--- src/pkg/pwm8_regs.svh ---
// Purpose: Register offsets, field positions, reset values and counter limits
// Assumes: Byte addresses on a 5-bit plain register port, 8-bit data
// Notes:   Definitions only
`ifndef PWM8_REGS_SVH
`define PWM8_REGS_SVH

// Register byte addresses
`define ADDR_CTRL      5'h00
`define ADDR_COUNT     5'h04
`define ADDR_COMPARE   5'h08
`define ADDR_PORT      5'h0C
`define ADDR_STATUS    5'h10

// Control field positions
`define CTRL_WS_LSB    0
`define CTRL_COM_LSB   2
`define CTRL_CS_LSB    4

// Port and status bit positions
`define PORT_DIR_BIT   0
`define PORT_VAL_BIT   1
`define STAT_OVF_BIT   0
`define STAT_CMF_BIT   1

// Reset values
`define CTRL_RST       8'h00
`define COMPARE_RST    8'h00

// Counter limits
`define CNT_MAX        8'hFF
`define CNT_BOTTOM     8'h00

`endif

--- src/pkg/pwm8_pkg.sv ---
// Purpose: Types shared by the 8-bit PWM timer
// Assumes: Constants live in pwm8_regs.svh
// Notes:   Whole block state is one packed struct
package pwm8_pkg;

  // Waveform select encodings
  typedef enum logic [1:0] {
    WS_NORMAL = 2'b00,
    WS_PHASE  = 2'b01,
    WS_CTC    = 2'b10,
    WS_FAST   = 2'b11
  } wave_e;

  // Output action select encodings
  typedef enum logic [1:0] {
    ACT_NONE   = 2'b00,
    ACT_TOGGLE = 2'b01,
    ACT_CLEAR  = 2'b10,
    ACT_SET    = 2'b11
  } act_e;

  // Complete block state
  typedef struct packed {
    wave_e       ws;
    act_e        com;
    logic [2:0]  cs;
    logic [9:0]  pre;
    logic [7:0]  cnt;
    logic        up;
    logic        blk;
    logic [7:0]  ocr_buf;
    logic [7:0]  ocr_act;
    logic        oc;
    logic        ovf;
    logic        cmf;
    logic        dir;
    logic        pval;
    logic        pin_o;
    logic        pin_oe;
    logic [7:0]  rdata;
  } state_s;

endpackage : pwm8_pkg

--- src/pwm8_timer.sv ---
// Purpose: 8-bit timer with fast and phase-correct PWM on one compare pin
// Assumes: Single 40 MHz clock, plain register port, read data one cycle later
// Notes:   Timer advances on a prescaled one-cycle tick enable
//
// Function
// - Select 3 runs single-slope fast PWM
// - Fast action 2: clear on match, set BOTTOM
// - Fast action 3: set on match, clear BOTTOM
// - Fast: MAX clears to BOTTOM next tick
// - Fast: overflow flag set at MAX
// - Pin driven only when direction is output
// - Fast extremes: BOTTOM spike, MAX constant level
// - Fast action 1 toggles output on match
// - Fast: compare writes go to buffer
// - Select 1 runs dual-slope phase-correct PWM
// - Phase action 2: clear up, set down
// - Phase action 3: set up, clear down
// - Phase: eight bits, MAX held one tick
// - Phase: overflow flag set at BOTTOM
// - Phase extremes with action 2: BOTTOM low, MAX high
// - Phase: at MAX force up-match level, down-match level if compare buffer is MAX
// - Phase: missed up-match still gives transition
// - Fast period 256 prescaled ticks
// - Phase period 510 prescaled ticks
// - Counter advances on single-cycle tick enable
// - Action 0 leaves pin to port
// - Nonzero action overrides port in any mode
// - MAX is 0xFF, BOTTOM is 0x00
`include "pwm8_regs.svh"

module pwm8_timer
  import pwm8_pkg::*;
(
  // Clock and reset
  input  wire logic        CLK,
  input  wire logic        RSTN,
  // Register port
  input  wire logic [4:0]  ADDR,
  input  wire logic [7:0]  WDATA,
  input  wire logic        WR,
  input  wire logic        RD,
  output logic      [7:0]  RDATA,
  // Compare pin
  output logic             PIN_O,
  output logic             PIN_OE,
  // Flags
  output logic             OVERFLOW_FLAG,
  output logic             COMPARE_MATCH_FLAG
);

  state_s q;
  state_s d;
  logic   tick;
  logic   hit;
  logic   at_top;
  logic   pwm;

  // Prescaled tick from the free-running divider
  function automatic logic tick_of(input logic [2:0] cs,
                                   input logic [9:0] pre);
    logic t;
    t = 1'b0;
    unique case (cs)
      3'h0: t = 1'b0;
      3'h1: t = 1'b1;
      3'h2: t = &pre[2:0];
      3'h3: t = &pre[4:0];
      3'h4: t = &pre[5:0];
      3'h5: t = &pre[6:0];
      3'h6: t = &pre[7:0];
      3'h7: t = &pre[9:0];
    endcase
    return t;
  endfunction : tick_of

  // Shared match and boundary terms
  assign tick   = tick_of(q.cs, q.pre);
  assign hit    = tick && (q.cnt == q.ocr_act) && !q.blk;
  assign at_top = tick && (q.cnt == `CNT_MAX);
  assign pwm    = (q.ws == WS_FAST) || (q.ws == WS_PHASE);

  // Next-state logic
  always_comb begin
    d       = q;
    d.pre   = q.pre + 10'h001;
    d.rdata = 8'h00;

    // Flag clears first so that a hardware set wins
    if (WR && ADDR == `ADDR_STATUS) begin
      if (WDATA[`STAT_OVF_BIT]) d.ovf = 1'b0;
      if (WDATA[`STAT_CMF_BIT]) d.cmf = 1'b0;
    end

    if (tick) d.blk = 1'b0;
    if (hit) d.cmf = 1'b1;

    unique case (q.ws)
      WS_FAST: begin
        if (tick) begin
          d.cnt = at_top ? `CNT_BOTTOM : q.cnt + 8'h01;
        end
        if (hit) begin
          unique case (q.com)
            ACT_NONE:   d.oc = q.oc;
            ACT_TOGGLE: d.oc = ~q.oc;
            ACT_CLEAR:  d.oc = 1'b0;
            ACT_SET:    d.oc = 1'b1;
          endcase
        end
        // BOTTOM action wins over a match at MAX
        if (at_top) begin
          d.ovf     = 1'b1;
          d.ocr_act = q.ocr_buf;
          if (q.com == ACT_CLEAR) d.oc = 1'b1;
          if (q.com == ACT_SET) d.oc = 1'b0;
        end
      end
      WS_PHASE: begin
        // Up to MAX, one tick at MAX, down to BOTTOM
        if (tick) begin
          if (q.up) begin
            if (q.cnt == `CNT_MAX) begin
              d.cnt = `CNT_MAX - 8'h01;
              d.up  = 1'b0;
            end else begin
              d.cnt = q.cnt + 8'h01;
            end
          end else if (q.cnt == `CNT_BOTTOM + 8'h01) begin
            d.cnt = `CNT_BOTTOM;
            d.up  = 1'b1;
            d.ovf = 1'b1;
          end else if (q.cnt == `CNT_BOTTOM) begin
            d.cnt = q.cnt + 8'h01;
            d.up  = 1'b1;
          end else begin
            d.cnt = q.cnt - 8'h01;
          end
        end
        // A match at BOTTOM counts as up-counting
        if (hit) begin
          if (q.up || q.cnt == `CNT_BOTTOM) begin
            if (q.com == ACT_CLEAR) d.oc = 1'b0;
            if (q.com == ACT_SET) d.oc = 1'b1;
          end else begin
            if (q.com == ACT_CLEAR) d.oc = 1'b1;
            if (q.com == ACT_SET) d.oc = 1'b0;
          end
        end
        // At MAX take new value and restore symmetry
        if (at_top) begin
          d.ocr_act = q.ocr_buf;
          if (q.ocr_buf == `CNT_MAX) begin
            if (q.com == ACT_CLEAR) d.oc = 1'b1;
            if (q.com == ACT_SET) d.oc = 1'b0;
          end else begin
            if (q.com == ACT_CLEAR) d.oc = 1'b0;
            if (q.com == ACT_SET) d.oc = 1'b1;
          end
        end
      end
      WS_NORMAL, WS_CTC: begin
        // Up-count, CTC clears to BOTTOM on match, compare value unbuffered
        d.ocr_act = q.ocr_buf;
        d.up      = 1'b1;
        if (tick) begin
          if (q.ws == WS_CTC && hit) d.cnt = `CNT_BOTTOM;
          else d.cnt = q.cnt + 8'h01;
          if (at_top) d.ovf = 1'b1;
        end
        if (hit) begin
          unique case (q.com)
            ACT_NONE:   d.oc = q.oc;
            ACT_TOGGLE: d.oc = ~q.oc;
            ACT_CLEAR:  d.oc = 1'b0;
            ACT_SET:    d.oc = 1'b1;
          endcase
        end
      end
    endcase

    // Register writes
    if (WR) begin
      unique case (ADDR)
        `ADDR_CTRL: begin
          d.ws  = wave_e'(WDATA[`CTRL_WS_LSB +: 2]);
          d.com = act_e'(WDATA[`CTRL_COM_LSB +: 2]);
          d.cs  = WDATA[`CTRL_CS_LSB +: 3];
        end
        `ADDR_COUNT: begin
          d.cnt = WDATA;
          d.blk = 1'b1;                                  // Blocks next match
        end
        `ADDR_COMPARE: begin
          d.ocr_buf = WDATA;
          if (!pwm) d.ocr_act = WDATA;
        end
        `ADDR_PORT: begin
          d.dir  = WDATA[`PORT_DIR_BIT];
          d.pval = WDATA[`PORT_VAL_BIT];
        end
        default: d.pre = d.pre;
      endcase
    end

    // Register reads, valid the following cycle only
    if (RD) begin
      unique case (ADDR)
        `ADDR_CTRL:    d.rdata = {1'b0, q.cs, q.com, q.ws};
        `ADDR_COUNT:   d.rdata = q.cnt;
        `ADDR_COMPARE: d.rdata = q.ocr_buf;
        `ADDR_PORT:    d.rdata = {6'h00, q.pval, q.dir};
        `ADDR_STATUS:  d.rdata = {5'h00, q.oc, q.cmf, q.ovf};
        default:       d.rdata = 8'h00;
      endcase
    end

    // Pin mux and direction
    d.pin_oe = q.dir;
    d.pin_o  = (q.com != ACT_NONE) ? q.oc : q.pval;
  end

  // State register
  always_ff @(posedge CLK or negedge RSTN) begin
    if (!RSTN) begin
      q <= '0;                                           // All-zero reset image
    end else begin
      q <= d;
    end
  end

  // Outputs straight from flops
  assign RDATA              = q.rdata;
  assign PIN_O              = q.pin_o;
  assign PIN_OE             = q.pin_oe;
  assign OVERFLOW_FLAG      = q.ovf;
  assign COMPARE_MATCH_FLAG = q.cmf;
endmodule : pwm8_timer

--- config.mk ---
export PLATFORM = sky130hd
export DESIGN_NAME = pwm8_timer
export DESIGN_NICKNAME = d
export VERILOG_FILES = /design/src/pkg/pwm8_pkg.sv /design/src/pwm8_timer.sv
export VERILOG_INCLUDE_DIRS = /design/src /design/src/pkg
export SDC_FILE = /design/constraint.sdc
export NUM_CORES = 1
export LEC_CHECK = 0
export ABC_AREA = 1
export BUFFER_PORTS_ARGS = -buffer_cell sky130_fd_sc_hd__buf_4
export CORE_MARGIN = 2
export CORE_UTILIZATION = 58
export DETAILED_ROUTE_END_ITERATION = 8
export MAX_ROUTING_LAYER = met4
export PLACE_DENSITY = 0.88
export SYNTH_ARGS = -nofsm -noshare
export SYNTH_HDL_FRONTEND = slang
export SYNTH_SLANG_ARGS = --single-unit
export TNS_END_PERCENT = 10
--- constraint.sdc ---
create_clock -name CLK -period 2.8 [get_ports CLK]
set_input_delay 0.42 -clock CLK [delete_from_list [all_inputs] [get_ports CLK]]
set_output_delay 0.42 -clock CLK [all_outputs]
set_load 0.005 [all_outputs]
==> impl_metrics.csv, run 1 <==
group,metric,value,unit
status,outcome,"finished clean",
power,seq_power_share,39.7,%
global_route,antenna_found_initial,0,
clock_network,tritoncts,"yes",
synth,synth_ff_type,"dfrtp_1",
clock_network,cts_buffers,9,
worst_setup_path,worst_setup_path_end_kind,"flop",
finish,n_fill_cell,529,
worst_setup_path,critPathRequiredTime,3.00,ns
power,p_leak,2.13,nW
sta,period_minus_slack,2.33,ns
clock_network,clkTransAtPathRegs,0.07,ns
clock_network,cts_max_path_buffers,2,
sta,rsz0062_at_grt,"false",
global_route,grt_max_degree,59,
synth,ys_async_sr_fraction,100,%
sta,fin_tns_setup,0,ns
finish,multiInputGateArea,0.00184,mm^2
floorplan,rows,29,
floorplan,die_w,84.0,um
global_route,grtUsageTotal,29.1,%
detailed_routing,postRouteAntennaNets,0,
sta,setup_viol_count_final,0,
sta,relSlewSlack,52.2,%
synth,synthCells,521,
clock_network,cts.sinks,58,
place,place_congestion,0.968,
finish,finalNetCount,563,
power,sw_frac_of_total,42.7,%
power,pwr-share-comb,38.1,%
place,numPortBuffers,28,
global_route,grt_pass1_vias,3356,
global_route,grt_overflow,0,
run,cap_violations,0,
worst_setup_path,start_kind,"flop",
synth,syn-num-nets,545,
synth,syn_area_per_cell,7.13,um^2
finish,antennaDiodeCount,0,
place,pre_cts_ws,0.534,ns
worst_setup_path,cp.arrival,2.53,ns
floorplan,pin_count,29,
power,internal-power,1.75,mW
sta,timing_hold_violations_final,0,
clock_network,cts_hold_buf,0,
sta,maxSlewViolCount,0,
global_route,grt_pass1_wl,15900,um
finish,final_cells,621,
finish,layout-drive-gt1-share,12.3,%
power,clockPowerShare,22.2,%
synth,ys_warn_count,0,
sta,max_freq,0.428,GHz
power,ir_drop,0.000500,V
detailed_routing,wire_per_inst,15.3,um
power,p_sw,1.30,mW
clock_network,ctsResizeCount,0,
detailed_routing,firstDrtPassIters,5,
power,p_per_area,751,mW/mm^2
sta,layout_setup_ws,0.465,ns
detailed_routing,drc,0,
floorplan,core,0.00628,mm^2
sta,fin_crit_sh,83.4,%
synth,synth_area,0.00371,mm^2
synth,synthDistinctLibCells,36,
synth,ys_ff_latch,58,
detailed_routing,vias_per_cell,5.77,
detailed_routing,vias,3582,
floorplan,die_area,0.00706,mm^2
worst_setup_path,path_max_fanout,17,
synth,yosysSeqAreaShare,39.1,%
detailed_routing,drt_iter0_drc,432,
finish,seqCellArea,0.00145,mm^2
place,dp_cells,605,
clock_network,clk_latency,0.34,ns
synth,synth_edf_count,0,
finish,syn_to_final_growth,9.23,%
floorplan,initial_utilization,59.2,%
sta,tightest_slew,0.717,ns
clock_network,cts-root-buf,"clkbuf_8",
floorplan,die_height,84.0,um
sta,skew,0.00692,ns
place,hpwl,7100,um
hold_path,hp-class,"input port to asynchronous set/reset pin",
worst_setup_path,reg2regPathDepth,14,
clock_network,htreeDepth,3,
detailed_routing,wirelength,9520,um
worst_setup_path,worstSetupPathType,"flop to flop",
clock_network,cts_setup_buffers,0,
registers in the layout, summed over array words and instances (netlist names):
signal              flops
COMPARE_MATCH_FLAG      1
OVERFLOW_FLAG           1
PIN_O                   1
PIN_OE                  1
RDATA                   8
d                       1
q                      45
per-layer routing:
metal  share of wire, %  track usage, %  vias to the layer above
met2                 47            45.2                      192
met3                7.8            6.92                       44
met1                 42            37.4                     1646
met4                3.6            9.97                        0
met5                  0               -                        -
li1                   -               -                     1700
power by group through the flow:
| stage | clock, mW | sequential [mW] | combinational, mW |
|---|---|---|---|
| 2_1_floorplan | 0 | 1.09 | 0.963 |
| 6_report | 0.678 | 1.21 | 1.16 |
| 3_5_place_dp | 0 | 1.21 | 1.13 |
| 4_1_cts | 0.681 | 1.20 | 1.13 |
| 3_3_place_gp | 0 | 1.21 | 1.09 |
| 5_1_grt | 0.721 | 1.23 | 1.31 |
worst paths after layout:
path,start,to,slack (ns)
setup / recovery,q[41],q[22],0.47
hold / removal,RSTN,RDATA[5],0.13
setup reg to reg,q[41],q[22],0.47
hold reg to reg,d[8],PIN_OE,0.40
max in group asynchronous,RSTN,q[34],2.19
min in group CLK,WDATA[2],q[35],0.31
cell usage after synthesis (2+ instances only):
library cell	n	share of area [%]
a211oi_1	2	0.40
a21oi_1	29	3.9
a31oi_1	2	0.34
buf_2	5	0.67
buf_4	12	2.4
buf_6	2	0.61
clkbuf_1	4	0.40
dfrtp_1	58	39
ha_1	7	2.4
inv_1	66	6.7
inv_2	4	0.40
nand2_1	130	13
nand2_2	4	0.67
nand3_1	39	5.3
nand3_2	2	0.54
nand3b_1	2	0.40
nand4_1	9	1.5
nor2_1	63	6.4
nor2_4	4	1.2
o21ai_0	35	4.7
o21ai_1	4	0.54
o22ai_1	12	2.0
xnor2_1	4	0.94
xor2_1	10	2.4
layout by cell type (no fill, tap or decap), types with 7 or more instances in the layout:
cell      instances
ha_1              7
nand2_1         130
dfrtp_1          58
a21oi_1          29
o22ai_1          12
xor2_1           10
clkbuf_8         10
inv_1            66
buf_4            31
nor2_1           63
nand4_1           9
nand3_1          39
o21ai_0          35
worst max-delay path, stage by stage, from the launching register on:
cell	delay [ns]
dfrtp_1	0.42
ha_1	0.25
nand3_2	0.11
inv_1	0.05
ha_1	0.17
inv_1	0.05
nand3_1	0.06
nand3b_1	0.10
nand2_2	0.08
nor2_4	0.40
nor2_8	0.09
inv_4	0.14
a21oi_2	0.07
o21ai_1	0.09
o21ai_1	0.10
area by class of cell:
cell class | instances | share of cell area (%)
inverters | 71 | 6.63
clock buffers | 11 | 3.48
flip-flops and latches | 58 | 35.8
well taps | 77 | 2.37
repair buffers | 31 | 5.74
multi-input cells | 368 | 45.3
clock inverters | 5 | 0.740
logic make-up (layout without fill, tap and decap cells):
| group | Yosys count | in the layout | share of synthesized area (%) |
|---|---|---|---|
| buf+inv | 95 | 118 | 11.5 |
| mux | 1 | 1 | 0.303 |
| flops | 58 | 58 | 39.1 |
| compound gates | 87 | 87 | 12.6 |
| fa+ha+maj | 7 | 7 | 2.36 |
| simple gates | 259 | 259 | 30.9 |
| xor+xnor | 14 | 14 | 3.30 |
stage by stage:
step | util, % | instance area [um^2] | power [mW] | hold WS (ns)
after global routing | 64.6 | 4060 | 3.26 | 0.193
after CTS | 64.6 | 4060 | 3.02 | 0.156
after global placement | 61.9 | 3890 | 2.30 | 0.391
after detailed placement | 61.9 | 3890 | 2.34 | 0.384
final | 64.6 | 4060 | 3.05 | 0.127
after floorplan | - | 3710 | 2.05 | 0.124
Power figures use the tool's default switching activity.
==> inputs of run 2 (changes only) <==
--- a/config.mk
+++ b/config.mk
@@ -9,7 +9,7 @@
 export ABC_AREA = 1
 export BUFFER_PORTS_ARGS = -buffer_cell sky130_fd_sc_hd__buf_4
 export CORE_MARGIN = 2
-export CORE_UTILIZATION = 58
+export CORE_UTILIZATION = 55
 export DETAILED_ROUTE_END_ITERATION = 8
 export MAX_ROUTING_LAYER = met4
 export PLACE_DENSITY = 0.88
==> constraint.sdc (replaced) <==
create_clock -name CLK -period 2.1 [get_ports CLK]
set_input_delay 0.315 -clock CLK [delete_from_list [all_inputs] [get_ports CLK]]
set_output_delay 0.315 -clock CLK [all_outputs]
set_load 0.005 [all_outputs]
==> impl_metrics.csv, run 2 (same netlist as run 1, synthesis figures left out) <==
group,metric,value,unit
status,outcome,"finished clean",
worst_setup_path,start_kind,"flop",
finish,layout-drive-gt1-share,17.4,%
finish,top_register,"q",
worst_setup_path,cp.arrival,2.33,ns
sta,max_freq,0.481,GHz
worst_setup_path,worstSetupPathType,"flop to flop",
sta,skew,0.0104,ns
clock_network,clkTransAtPathRegs,0.08,ns
sta,maxSlewViolCount,0,
clock_network,cts_buffers,9,
clock_network,htreeDepth,3,
floorplan,die_w,86.2,um
place,numPortBuffers,28,
sta,fin_crit_sh,99.0,%
run,cap_violations,0,
clock_network,cts-root-buf,"clkbuf_8",
sta,fin_tns_setup,0,ns
detailed_routing,vias,3864,
sta,relSlewSlack,46.9,%
clock_network,cts.sinks,58,
detailed_routing,postRouteAntennaNets,0,
place,hpwl,7230,um
clock_network,clk_latency,0.35,ns
global_route,antenna_found_initial,0,
worst_setup_path,r2r_setup_slack,0.02,ns
worst_setup_path,critPathRequiredTime,2.35,ns
worst_setup_path,path_max_fanout,8,
detailed_routing,wire_per_inst,17.5,um
detailed_routing,firstDrtPassIters,7,
floorplan,die_area,0.00743,mm^2
floorplan,core,0.00646,mm^2
floorplan,rows,29,
global_route,grtUsageTotal,29.2,%
power,p_leak,2.22,nW
detailed_routing,vias_per_cell,6.08,
detailed_routing,drc,0,
sta,setup_viol_count_final,0,
place,place_congestion,0.994,
finish,finalNetCount,578,
global_route,grt_pass1_wl,16400,um
power,p_per_area,1050,mW/mm^2
finish,largest_reg_flops,45,
finish,antennaDiodeCount,0,
power,ir_drop,0.000708,V
worst_setup_path,worst_setup_path_end_kind,"flop",
sta,tightest_slew,0.793,ns
global_route,grt_overflow,0,
clock_network,tritoncts,"yes",
floorplan,pin_count,29,
finish,final_util,66.9,%
sta,period_minus_slack,2.08,ns
hold_path,hp-class,"input port to asynchronous set/reset pin",
sta,rsz0062_at_grt,"true",
detailed_routing,wirelength,11100,um
sta,timing_hold_violations_final,0,
finish,final_area,0.00432,mm^2
place,placed_cell_area,0.00393,mm^2
clock_network,cts_hold_buf,0,
global_route,grt_pass1_vias,3482,
finish,n_fill_cell,496,
floorplan,initial_utilization,57.5,%
global_route,grt_max_degree,59,
clock_network,cts_max_path_buffers,2,
finish,syn_to_final_growth,16.3,%
detailed_routing,drt_iter0_drc,578,
floorplan,die_height,86.2,um
finish,final_cell_mix,"nand2_1, inv_1, nor2_1, dfrtp_1, buf_4",
finish,layout_commonest_cell,"nand2_1",
## run 2: per-stage QoR
stage	setup WS [ns]	hold WS [ns]	power, mW	instances
after floorplan	0.162	0.0194	2.74	521
after global placement	0.140	0.391	3.10	611
after detailed placement	0.0367	0.395	3.17	611
after CTS	0.00172	0.0508	4.36	627
after global routing	-0.0444	0.0908	4.80	636
final	0.0219	0.0220	4.54	636
## run 2: worst paths after layout
kind,start,to,cells past startpoint
worst min-delay path,RSTN,q[26],1
worst min register to register,d[8],PIN_OE,0
worst max-delay path,q[42],q[20],13
min in group CLK,WDATA[1],q[34],3
worst max register to register,q[42],q[20],13
max in group asynchronous,RSTN,q[33],1
## run 2: area by class of cell
cell class	instances	area (um^2)	share of cell area, %
well taps	77	96.3	2.23
repair inverters	1	6.26	0.145
inverters	71	274	6.34
repair buffers	45	347	8.02
clock inverters	7	101	2.35
multi-input cells	368	1920	44.4
flip-flops and latches	58	1450	33.6
clock buffers	9	124	2.87
## run 2: routing by layer
layer | track usage [%] | vias to the layer above | routed length [um]
met2 | 45.4 | 295 | 5300
li1 | - | 1737 | -
met4 | 14.3 | 0 | 471
met3 | 6.57 | 60 | 1230
met1 | 36.0 | 1772 | 4120
met5 | - | - | 0
## run 2: what timing repair did
item                                    in CTS  in global routing
endpoints found under the setup margin       2                 19
gates cloned                                 0                  2
buffers inserted                             0                  7
gates resized for setup                      1                 27
pin swaps                                    1                 12
## run 2: where the power goes
group | switching [mW] | internal, mW
combinational | 1.11 | 0.623
clock | 0.505 | 0.675
sequential | 0.306 | 1.32
## run 2: worst max-delay path, cell delays in order, from the launching register on
cell and delay, ns:
dfrtp_1 0.42, ha_4 0.19, nand3_4 0.11, inv_4 0.04, ha_4 0.15, inv_2 0.04, nand3_1 0.05, nand3b_1 0.11
nand2_2 0.09, nor2_4 0.26, nor2_8 0.11, inv_6 0.09, o21ai_0 0.09, o22ai_1 0.22
